--- config.mk ---
export PLATFORM = sky130hd
export DESIGN_NAME = pfcd_top
export DESIGN_NICKNAME = d
export VERILOG_FILES = /design/src/common/pfcd_pkg.sv /design/src/rtl/pfcd_top.sv
export VERILOG_INCLUDE_DIRS = /design/src /design/src/common
export SDC_FILE = /design/constraint.sdc
export NUM_CORES = 1
export LEC_CHECK = 0
export ABC_AREA = 1
export BUFFER_PORTS_ARGS = -buffer_cell sky130_fd_sc_hd__clkbuf_2
export CAP_MARGIN = 20
export CORE_UTILIZATION = 25
export DETAILED_ROUTE_END_ITERATION = 7
export GPL_TIMING_DRIVEN = 1
export PLACE_DENSITY_LB_ADDON = 0.12
export RECOVER_POWER = 100
export SYNTH_ARGS = -nofsm -noshare
export SYNTH_HDL_FRONTEND = slang
export SYNTH_SLANG_ARGS = --single-unit
--- constraint.sdc ---
create_clock -name i_core_clk -period 3 [get_ports i_core_clk]
set_clock_uncertainty 0.2 [all_clocks]
set_input_delay 0.6 -clock i_core_clk [delete_from_list [all_inputs] [get_ports i_core_clk]]
set_output_delay 0.6 -clock i_core_clk [all_outputs]
set_load 0.02 [all_outputs]
--- src/common/pfcd_defines.svh ---
`ifndef PFCD_DEFINES_SVH
`define PFCD_DEFINES_SVH
`define PFCD_CHAIN_DEPTH 43
`define PFCD_CODE_W 8
`define PFCD_PRIO_BIT 0
`define PFCD_END_MARK 8'h7F
`define PFCD_CLK_MHZ 25
`define PFCD_WINDOW_US 320
`define PFCD_WINDOW_CYC (`PFCD_WINDOW_US * `PFCD_CLK_MHZ)
`define PFCD_DEBOUNCE_CYC 250
`define PFCD_ADDR_STATUS 4'h0
`define PFCD_ADDR_MASK 4'h1
`define PFCD_ADDR_PRESENT 4'h2
`define PFCD_ADDR_PREVIOUS 4'h3
`define PFCD_ADDR_CTRL 4'h4
`define PFCD_EV_W 4
`define PFCD_EV_PWRCHK 0
`define PFCD_EV_THERMCHK 1
`define PFCD_EV_CAPDONE 2
`define PFCD_EV_SEARCH 3
`endif

--- src/common/pfcd_pkg.sv ---
package pfcd_pkg;
    typedef enum logic [2:0] {
        PFCD_IDLE = 3'b001,
        PFCD_CAPTURE = 3'b010,
        PFCD_HOLD = 3'b100
    } pfcd_state_e;
    typedef logic [7:0] pfcd_code_t;
endpackage : pfcd_pkg

--- src/rtl/pfcd_top.sv ---
// Notes on behaviour
// - fault chain holds at most 43 codes after a power check.
// - chain captures priority and additional codes only during 320 us window.
// - each search operation advances the chain by one entry until the 7F end marker shows.
// - present register reloads from chain output whenever the chain advances.
// - previous register copies present on power check or search if bit 0 set.
// - priority codes carry bit 0; additional codes name the failing supplies.
// - display shows 7F once no further codes remain to search.
// - search ignored unless system is off because of a power fault.
// - show-fault held shows latest, or preceding with prior-select up.
// - each search while show-fault held presents the next captured condition.
// - thermal trip lights thermal indicator; causes 2 to 7 light power check.
// - any shutdown condition or power switch off removes power enable.
// - lamp test lights control-supply status only if no fuse failed.
// - selected fault information drives display byte 0 via three switches.
//
// Design decisions made here: the address map and the plain strobed port.
`include "pfcd_defines.svh"
`timescale 1ns/1ps
`default_nettype none
module pfcd_top #(
    parameter int DEPTH = `PFCD_CHAIN_DEPTH,
    parameter int WINDOW_CYC = `PFCD_WINDOW_CYC,
    parameter int DEBOUNCE_CYC = `PFCD_DEBOUNCE_CYC
) (
    input wire logic i_core_clk,
    input wire logic i_rst,
    input wire logic i_thermal_open,
    input wire logic i_overvoltage,
    input wire logic i_overcurrent,
    input wire logic i_undervoltage,
    input wire logic i_ac_loss,
    input wire logic i_emergency_off_switch,
    input wire logic i_card_missing,
    input wire logic i_cable_missing,
    input wire logic i_power_switch_off,
    input wire logic i_fuse_failed,
    input wire logic i_lamp_test,
    input wire logic i_code_valid,
    input wire logic [7:0] i_code,
    input wire logic i_show_fault,
    input wire logic i_prior_select,
    input wire logic i_search,
    input wire logic [3:0] i_addr,
    input wire logic [7:0] i_wdata,
    input wire logic i_wr,
    input wire logic i_rd,
    output logic [7:0] o_rdata,
    output logic o_power_on,
    output logic o_thermal_lamp,
    output logic o_power_check_lamp,
    output logic o_ctrl_supply_lamp,
    output logic [7:0] o_display,
    output logic o_irq
);
    localparam int PW = $clog2(DEPTH + 1);
    localparam int WW = $clog2(WINDOW_CYC + 1);
    localparam int DW = $clog2(DEBOUNCE_CYC + 1);

    // three-stage sync for all pin inputs
    localparam int NS = 15;
    logic [NS-1:0] pins;
    logic [NS-1:0] s1_r;
    logic [NS-1:0] s2_r;
    logic [NS-1:0] s3_r;
    logic [NS-1:0] q_r;
    assign pins = {i_thermal_open, i_overvoltage, i_overcurrent, i_undervoltage,
        i_ac_loss, i_emergency_off_switch, i_card_missing, i_cable_missing,
        i_power_switch_off, i_fuse_failed, i_lamp_test, i_code_valid,
        i_show_fault, i_prior_select, i_search};
    always_ff @(posedge i_core_clk) begin
        if (i_rst) begin
            s1_r <= '0;
            s2_r <= '0;
            s3_r <= '0;
            q_r <= '0;
        end else begin
            s1_r <= pins;
            s2_r <= s1_r;
            s3_r <= s2_r;
            for (int k = 0; k < NS; k++) begin
                if (s2_r[k] == s3_r[k]) begin
                    q_r[k] <= s3_r[k];
                end
            end
        end
    end
    logic [7:0] code_s1_r;
    logic [7:0] code_s2_r;
    logic [7:0] code_s3_r;
    // code bus settles before its strobe clears the slower agree stage
    always_ff @(posedge i_core_clk) begin
        if (i_rst) begin
            code_s1_r <= '0;
            code_s2_r <= '0;
            code_s3_r <= '0;
        end else begin
            code_s1_r <= i_code;
            code_s2_r <= code_s1_r;
            code_s3_r <= code_s2_r;
        end
    end
    wire thermal = q_r[14];
    wire pfault = |q_r[13:8];
    wire misc_off = q_r[7] | q_r[6];
    wire power_sw_off = q_r[6];
    wire fuse_bad = q_r[5];
    wire lamp_test = q_r[4];
    wire code_vld = q_r[3];
    wire show = q_r[2];
    wire prior = q_r[1];
    wire search_db;
    logic [DW-1:0] db_cnt_r;
    logic search_st_r;
    logic search_prev_r;

    always_ff @(posedge i_core_clk) begin
        if (i_rst) begin
            db_cnt_r <= '0;
            search_st_r <= 1'b0;
        end else if (q_r[0] == search_st_r) begin
            db_cnt_r <= '0;
        end else if (db_cnt_r == DW'(DEBOUNCE_CYC)) begin
            search_st_r <= q_r[0];
            db_cnt_r <= '0;
        end else begin
            db_cnt_r <= db_cnt_r + DW'(1);
        end
    end
    always_ff @(posedge i_core_clk) begin
        if (i_rst) begin
            search_prev_r <= 1'b0;
        end else begin
            search_prev_r <= search_st_r;
        end
    end
    assign search_db = search_st_r & ~search_prev_r;

    logic pwr_fault_off_r;
    logic therm_r;
    always_ff @(posedge i_core_clk) begin
        if (i_rst) begin
            o_power_on <= 1'b0;
            therm_r <= 1'b0;
            pwr_fault_off_r <= 1'b0;
        end else begin
            o_power_on <= ~(thermal | pfault | misc_off);
            if (thermal) begin
                therm_r <= 1'b1;
            end else if (power_sw_off) begin
                therm_r <= 1'b0;
            end
            if (pfault) begin
                pwr_fault_off_r <= 1'b1;
            end else if (power_sw_off) begin
                pwr_fault_off_r <= 1'b0;
            end
        end
    end
    wire pwr_check_rise = pfault & ~pwr_fault_off_r;
    always_ff @(posedge i_core_clk) begin
        if (i_rst) begin
            o_thermal_lamp <= 1'b0;
            o_power_check_lamp <= 1'b0;
            o_ctrl_supply_lamp <= 1'b0;
        end else begin
            o_thermal_lamp <= therm_r | lamp_test;
            o_power_check_lamp <= pwr_fault_off_r | lamp_test;
            o_ctrl_supply_lamp <= lamp_test & ~fuse_bad;
        end
    end

    pfcd_pkg::pfcd_state_e st_r;
    logic [WW-1:0] win_cnt_r;
    always_ff @(posedge i_core_clk) begin
        if (i_rst) begin
            st_r <= pfcd_pkg::PFCD_IDLE;
            win_cnt_r <= '0;
        end else begin
            case (st_r)
                pfcd_pkg::PFCD_IDLE: begin
                    if (pwr_check_rise) begin
                        st_r <= pfcd_pkg::PFCD_CAPTURE;
                        win_cnt_r <= '0;
                    end
                end
                pfcd_pkg::PFCD_CAPTURE: begin
                    if (win_cnt_r == WW'(WINDOW_CYC - 1)) begin
                        st_r <= pfcd_pkg::PFCD_HOLD;
                    end else begin
                        win_cnt_r <= win_cnt_r + WW'(1);
                    end
                end
                pfcd_pkg::PFCD_HOLD: begin
                    if (!pwr_fault_off_r) begin
                        st_r <= pfcd_pkg::PFCD_IDLE;
                    end
                end
                default: st_r <= pfcd_pkg::PFCD_IDLE;
            endcase
        end
    end
    wire capturing = (st_r == pfcd_pkg::PFCD_CAPTURE);
    logic code_vld_d_r;
    always_ff @(posedge i_core_clk) begin
        if (i_rst) begin
            code_vld_d_r <= 1'b0;
        end else begin
            code_vld_d_r <= code_vld;
        end
    end
    wire take_code = capturing & code_vld & ~code_vld_d_r;
    // search only while off for a power fault
    wire search_ok = search_db & show & pwr_fault_off_r & (st_r == pfcd_pkg::PFCD_HOLD);

    // chain storage as array with write and read pointers
    pfcd_pkg::pfcd_code_t chain_r [DEPTH];
    logic [PW-1:0] fill_r;
    logic [PW-1:0] rdp_r;
    always_ff @(posedge i_core_clk) begin
        if (i_rst) begin
            fill_r <= '0;
        end else if (pwr_check_rise) begin
            fill_r <= '0;
        end else if (take_code && fill_r != PW'(DEPTH)) begin
            chain_r[fill_r] <= code_s3_r;
            fill_r <= fill_r + PW'(1);
        end
    end
    always_ff @(posedge i_core_clk) begin
        if (i_rst || pwr_check_rise) begin
            rdp_r <= '0;
        end else if (search_ok && rdp_r != fill_r) begin
            rdp_r <= rdp_r + PW'(1);
        end
    end
    wire capture_end = capturing & (win_cnt_r == WW'(WINDOW_CYC - 1));

    // present reloads on advance; end marker when exhausted
    logic [7:0] present_r;
    logic [7:0] previous_r;
    wire [PW-1:0] nxt_idx = capture_end ? '0 : rdp_r + PW'(1);
    wire load_present = capture_end | (search_ok & rdp_r != fill_r);
    always_ff @(posedge i_core_clk) begin
        if (i_rst) begin
            present_r <= '0;
        end else if (load_present) begin
            present_r <= (nxt_idx < fill_r) ? chain_r[nxt_idx] : `PFCD_END_MARK;
        end
    end
    // previous copies priority code; bit 0 marks priority
    always_ff @(posedge i_core_clk) begin
        if (i_rst) begin
            previous_r <= '0;
        end else if ((pwr_check_rise | search_ok) && present_r[`PFCD_PRIO_BIT]) begin
            previous_r <= present_r;
        end
    end

    always_ff @(posedge i_core_clk) begin
        if (i_rst) begin
            o_display <= '0;
        end else if (!show) begin
            o_display <= '0;
        end else begin
            o_display <= prior ? previous_r : present_r;
        end
    end

    // event status, mask, irq
    logic [3:0] stat_r;
    logic [3:0] mask_r;
    logic [3:0] ev;
    assign ev = {search_ok, capture_end, thermal & ~therm_r, pwr_check_rise};
    wire rd_stat = i_rd && i_addr == `PFCD_ADDR_STATUS;
    always_ff @(posedge i_core_clk) begin
        if (i_rst) begin
            stat_r <= '0;
        end else begin
            stat_r <= (rd_stat ? 4'h0 : stat_r) | ev;
        end
    end
    always_ff @(posedge i_core_clk) begin
        if (i_rst) begin
            mask_r <= '0;
        end else if (i_wr && i_addr == `PFCD_ADDR_MASK) begin
            mask_r <= i_wdata[3:0];
        end
    end
    always_ff @(posedge i_core_clk) begin
        if (i_rst) begin
            o_irq <= 1'b0;
        end else begin
            o_irq <= |(stat_r & mask_r);
        end
    end
    always_ff @(posedge i_core_clk) begin
        if (i_rst) begin
            o_rdata <= '0;
        end else if (i_rd) begin
            case (i_addr)
                `PFCD_ADDR_STATUS: o_rdata <= {4'h0, stat_r};
                `PFCD_ADDR_MASK: o_rdata <= {4'h0, mask_r};
                `PFCD_ADDR_PRESENT: o_rdata <= present_r;
                `PFCD_ADDR_PREVIOUS: o_rdata <= previous_r;
                `PFCD_ADDR_CTRL: o_rdata <= {5'h00, st_r};
                default: o_rdata <= 8'h00;
            endcase
        end else begin
            o_rdata <= 8'h00;
        end
    end

    // assertions
    a_power_off_cause: assert property (@(posedge i_core_clk) disable iff (i_rst)
        (thermal | pfault) |=> !o_power_on)
        else $error("power stays on during fault");
    a_status_lamp: assert property (@(posedge i_core_clk) disable iff (i_rst)
        (lamp_test & fuse_bad) |=> !o_ctrl_supply_lamp)
        else $error("status lamp lit with failed fuse");
    a_fill_bound: assert property (@(posedge i_core_clk) disable iff (i_rst)
        fill_r <= PW'(DEPTH))
        else $error("chain overfilled");
    a_no_late_capture: assert property (@(posedge i_core_clk) disable iff (i_rst)
        (st_r == pfcd_pkg::PFCD_HOLD && !pwr_check_rise) |=> $stable(fill_r))
        else $error("capture after window");
    a_search_gate: assert property (@(posedge i_core_clk) disable iff (i_rst)
        (!pwr_fault_off_r && !pwr_check_rise) |=> $stable(rdp_r))
        else $error("search advanced while not faulted");
    a_restart_clear: assert property (@(posedge i_core_clk) disable iff (i_rst)
        pwr_check_rise |=> (rdp_r == '0 && fill_r == '0))
        else $error("new power check did not restart chain");
    a_search_step: assert property (@(posedge i_core_clk) disable iff (i_rst)
        (search_ok && rdp_r != fill_r) |=> rdp_r == $past(rdp_r) + PW'(1))
        else $error("search did not advance by one");
    a_prev_prio: assert property (@(posedge i_core_clk) disable iff (i_rst)
        $changed(previous_r) |-> previous_r[`PFCD_PRIO_BIT])
        else $error("previous loaded non-priority");
    a_display_sel: assert property (@(posedge i_core_clk) disable iff (i_rst)
        (show && !prior) |=> o_display == $past(present_r))
        else $error("display not showing present");
    a_thermal_lamp: assert property (@(posedge i_core_clk) disable iff (i_rst)
        thermal |=> ##1 o_thermal_lamp)
        else $error("thermal lamp dark");
    c_capture: cover property (@(posedge i_core_clk) capture_end);
    c_search: cover property (@(posedge i_core_clk) search_ok);
    c_end_mark: cover property (@(posedge i_core_clk) present_r == `PFCD_END_MARK);
endmodule : pfcd_top
`default_nettype wire

Word-level counts from Yosys, hierarchy flattened
Memories as Yosys holds them, arrays and structs flattened. Cells that the tools add are included.

Add/sub/neg operators: 4. Order comparisons: 1. Equal/unequal tests: 31. Multiplexer cells: 19. Bitwise gates (word level): 29. Reduce and logical (&&, ||, !) cells: 19.

Operators with widths (number): 8-bit case mux with 5 select lines (1); 13-bit two-way mux (2); 13-bit case mux with 2 select lines (1); 1-bit == test (16); 8-bit two-way mux (2); 13-bit by 1-bit adder with 13-bit output (second input constant) (1); 13-bit == test (second input constant) (1); 6-bit by 1-bit adder with 6-bit output (second input constant) (2); 1-bit bitwise AND (11); 3-bit two-way mux (3); 1-bit NOT (9); 3-bit case mux with 3 select lines (1); 8-bit by 1-bit adder with 8-bit output (second input constant) (1); 4-bit by 2-bit == test with 1-bit output (second input constant) (2); 8-bit == test (second input constant) (1); 1-bit two-way mux (7); 1-bit OR (7); 6-bit less-than comparator (1); 6-bit two-way mux (1); 2-bit inequality test (second input constant) (3); 6-bit inequality test (1); 6-bit inequality test (second input constant) (1); 3-bit AND reduction (2); 2-bit nonzero test (3); other kinds (17) (23).

Register bits after elaboration: 170. RAM bits: 344. Input bits: 39. Output and inout bits: 21. Word-level logic and storage cells: 146. Memories: 1.

Memory list: chain_r (words 43, bits a word 8, rd ports 1, clocked after memory_dff 0, wr ports 1, line pfcd_top.sv:217) `pfcd_pkg::pfcd_code_t chain_r [DEPTH];`.

Depth between registers and ports, before layout
Depth in word-level cells: 8. Gate-level depth with buffers: 20. Depth with buffers taken out: 19.

Worst setup path before layout
Ideal clock, no wire load.

Path type: flip-flop to flip-flop. From: register q_r[9]. To: memory chain_r[39][0] in the netlist's numbering (enable). Library setup time: 395 ps. Arrival time: 2152 ps. Data required time: 2405 ps. Setup slack: 253 ps. Stages on the path, launching flop included: 9. Buffers on the path: 1. Clock period less this slack: 2747 ps. Cells stage by stage: dfxtp_1 nor2_1 nand4_1 nand2_1 inv_1 nor2_1 clkbuf_1 inv_1 nor4_1.

Longest elaborated chain between the ends: 5.

RTL lines: start: declaration (line pfcd_top.sv:66) `logic [NS-1:0] q_r;`; start signal: indexed assignment (line pfcd_top.sv:83) `q_r[k] <= s3_r[k];`; 6-bit OR reduction (line pfcd_top.sv:104) `wire pfault = |q_r[13:8];`; 1-bit bitwise AND (line pfcd_top.sv:160) `wire pwr_check_rise = pfault & ~pwr_fault_off_r;`; 1-bit two-way mux (line pfcd_top.sv:223) `end else if (pwr_check_rise) begin`; 1-bit two-way mux (line pfcd_top.sv:221) `if (i_rst) begin`; 1-bit two-way mux (implied by the code) (line pfcd_top.sv:226) `chain_r[fill_r] <= code_s3_r;`; end: declaration (line pfcd_top.sv:217).

Every way passes these cells.

Final worst setup path
From: register st_r[2]. To: memory chain_r[26][4] in the netlist's numbering (enable).

Longest elaborated chain between the ends: 8.

RTL lines: start: declaration (line pfcd_top.sv:173) `pfcd_pkg::pfcd_state_e st_r;`; start signal: assignment (line pfcd_top.sv:177) `st_r <= pfcd_pkg::PFCD_IDLE;`; start signal: assignment (line pfcd_top.sv:183) `st_r <= pfcd_pkg::PFCD_CAPTURE;`; start signal: assignment (line pfcd_top.sv:189) `st_r <= pfcd_pkg::PFCD_HOLD;`; 3-bit by 2-bit == test with 1-bit output (line pfcd_top.sv:203) `wire capturing = (st_r == pfcd_pkg::PFCD_CAPTURE);`; 1-bit bitwise AND (2 in series) (line pfcd_top.sv:212) `wire take_code = capturing & code_vld & ~code_vld_d_r;`; 1-bit logical AND (line pfcd_top.sv:225) `end else if (take_code && fill_r != PW'(DEPTH)) begin`; 1-bit two-way mux (line pfcd_top.sv:225); 1-bit two-way mux (line pfcd_top.sv:223); 1-bit two-way mux (line pfcd_top.sv:221); 1-bit two-way mux (implied by the code) (line pfcd_top.sv:226).

Every way passes these cells.

==> impl_results.md <==
* DR WL/cell at 16.87 µm
* Sequential area share after synthesis at 66.70%
* Post-Syn Area at 20590 µm²
* Layout area overhead at 20.69%
* Final Hold Vio Count at 0
* Crit path DAT at 2.93 ns
* Layout cell share with drive strength beyond 1 at 12.19%
* Avg Inst Size Synth at 10.35 µm²
* Final worst path period share at 94.10%
* # DRC at 0
* Largest net degree at the start of global routing at 55
* Failing checks: max-capacitance violations, max-slew violations
* CTS Buffer Depth at 3
* Drt via density at 4.339
* Root Driver: clkbuf_16
* Row count at 104
* Port buffer count at 55
* Number of global-route vias before repair at 13960
* Pins Over Slew Limit at 132
* Core Region at 81070 µm²
* Die ar. at 83520 µm²
* Setup WS post-layout at 0.1769 ns
* LEAKAGE at 0.009291 µW
* Detailed Route WL at 54.84 mm
* Final antenna-violating net count at 0
* Asr flop ratio synth at 0%
* Flops & latches, synth at 514
* Clock sinks at 514
* CTS Buf Count at 57
* Clock insertion delay at the later pin of the skew report at 0.62 ns
* Setup crit start kind: flip-flop
* Power Density at 594.2 nW/µm²
* Iteration-0 DRC count of the detailed router at 799
* Antenna violations before repair at 3
* Number of synthesized flops with an enable pin at 344
* Filler cell count at 8367
* First-pass GRT wire length at 83.92 mm
* RePlAce Congestion at 0.7874
* Crit-path max FO at 10
* Vias at 14110
* Nets at 2195
* Die Width at 289.0 µm
* Post-synthesis cell type count at 39
* Setup TNS at 0 ns
* Mapped Nets at 2038
* Setup crit end kind: flip-flop
* Most used DFF post-synth: edfxtp_1
* Synthesized instance count at 1989
* CP Data Required Time at 3.11 ns
* Peak Freq at 354.2 MHz
* I/O pin total at 60
* Worst slew pin tran at 1.872 ns
* Clock Pin Slew Worst Setup and Hold Paths at 0.06 ns
* # setup viols final at 0
* CP Class: reg -> reg
* Number of max-cap violations at 3
* Pre-CTS setup slack at 0.03952 ns
* Remaining global-route overflow at 0
* Hold Path Class: in -> reg
* Peak VDD IR at 440.2 µV
* CTS tree: yes
* Die H at 289.0 µm
* Minimum clock period at 2.823 ns
* Outcome: finished with violations
* GRT Resource Usage Total at 13.18%
* 1st-pass router iterations at 5
* Dpl hpwl at 35.34 mm
* Yosys warning count at 0
* Slew HR at -24.94%
* Initial core utilization at 25.40%
* # diodes at 0
* Max H-tree Level at 2
sequential cells by signal, indices dropped and copies added (netlist names), 13 cells and up:
name,flops
chain_r,344
s3_r,15
s2_r,15
q_r,15
s1_r,15
win_cnt_r,13
where the power goes:
group          internal, µW  total [µW]  switching, µW
clock network          4010        6850           2840
registers              7570        7620           57.0
logic                   106         295            189
synthesized netlist by cell type (all sizes together), types with 2 or more instances:
cell type	n	area, µm²
nor2	217	819.5
xnor2	4	35.03
nor3	22	120.1
inv	285	1070
nand3	217	1091
nand3b	16	120.1
nand2	319	1210
o21ai	75	375.4
clkbuf	41	153.9
nor3b	3	22.52
a211oi	6	45.04
nand4	11	68.82
buf	47	295.3
o2111ai	2	17.52
edfxtp	344	10330
xor2	8	70.07
nor4	8	50.05
o211ai	86	645.6
ha	10	125.1
a21oi	76	380.4
dfxtp	170	3403
o22ai	15	93.84
logic make-up after synthesis:
logic type,Yosys count,synth area share (%)
xor gates and xnor gates,12,0.5104
adders and majority gates,10,0.6076
buffers and inverters,374,7.395
DFF,514,66.70
and+or+nand+nor,814,17.04
AOI/OAI and AO/OA,265,7.754
worst paths after layout:
check / startpoint / endpoint / slack, ns / cells after the start
setup / recovery: st_r[2] / chain_r[26][4] / 0.18 / 10
hold / removal: i_rst / present_r[7] / 0.06 / 2
setup reg to reg: st_r[2] / chain_r[26][4] / 0.18 / 10
hold reg to reg: code_s1_r[5] / code_s2_r[5] / 0.20 / 2
area by class of cell:
class	count	area (µm²)	share of cell area, %
Clock buffer	83	1594	6.414
Inverter	286	1074	4.320
Timing Repair Buffer	186	1491	6.001
Sequential cell	514	13730	55.26
Clock inverter	21	221.5	0.8911
Multi-Input combinational cell	1101	5411	21.78
Tap cell	1060	1326	5.337
per-stage QoR:
| step | area, µm² | util (%) | total power [µW] | instances | hold slack, ns |
|---|---|---|---|---|---|
| floorplan | 20590 | - | 7930 | 1989 | 0.1883 |
| global placement | 22730 | 28.03 | 8053 | 3122 | 0.1873 |
| detailed placement | 22730 | 28.03 | 8055 | 3122 | 0.1873 |
| CTS | 24770 | 30.56 | 15020 | 3249 | 0.02149 |
| global route | 24850 | 30.65 | 15310 | 3251 | 0.05238 |
| finish | 24850 | 30.65 | 14770 | 3251 | 0.05949 |
routing by layer:
metal,GRT usage (%),part of all wire (%),up-vias
li1,-,-,7050
met1,18.19,48,6790
met2,21.45,46,195
met3,1.803,3.2,72
met4,3.829,2.4,0
met5,0,0,-
cell usage in the layout, fill, tap and decap left out, types with 3 or more instances in the layout:
cell and count:
edfxtp_1 344, nand2_1 314, inv_1 279, nor2_1 214
nand3_1 206, dfxtp_1 170, o211ai_1 86, buf_4 82
a21oi_1 74, o21ai_0 70, clkbuf_16 58, clkbuf_2 58
clkbuf_1 24, dlygate4sd3_1 23, nor3_1 20, nand3b_1 16
o22ai_1 15, nand3_2 11, nand4_1 11, buf_12 10
ha_1 9, xor2_1 8, clkinv_1 8, nor4_1 8
clkbuf_8 7, inv_2 6, a211oi_1 6, clkinv_2 6
o21ai_1 5, buf_6 5, xnor2_1 4, nand2_2 4
bufinv_16 4, nor2_2 3, nor3b_1 3
what timing repair did:
item / CTS / global route
hold endpoints to repair: 23 / 0
gates resized for setup: 0 / 22
setup buffers: 0 / 1
endpoints found under the setup margin: 0 / 8
hold buffers: 23 / 0
critical path, stage by stage (launching register included):
cell and delay [ns]:
dfxtp_1 0.35, nor3_2 0.26, buf_4 0.16, inv_1 0.06
nor3_1 0.14, buf_4 0.16, nand2_1 0.11, clkinv_1 0.17
nand4_1 0.31, nor2_1 0.35, buf_4 0.24
Note: power is estimated with default switching activity, not from simulation.
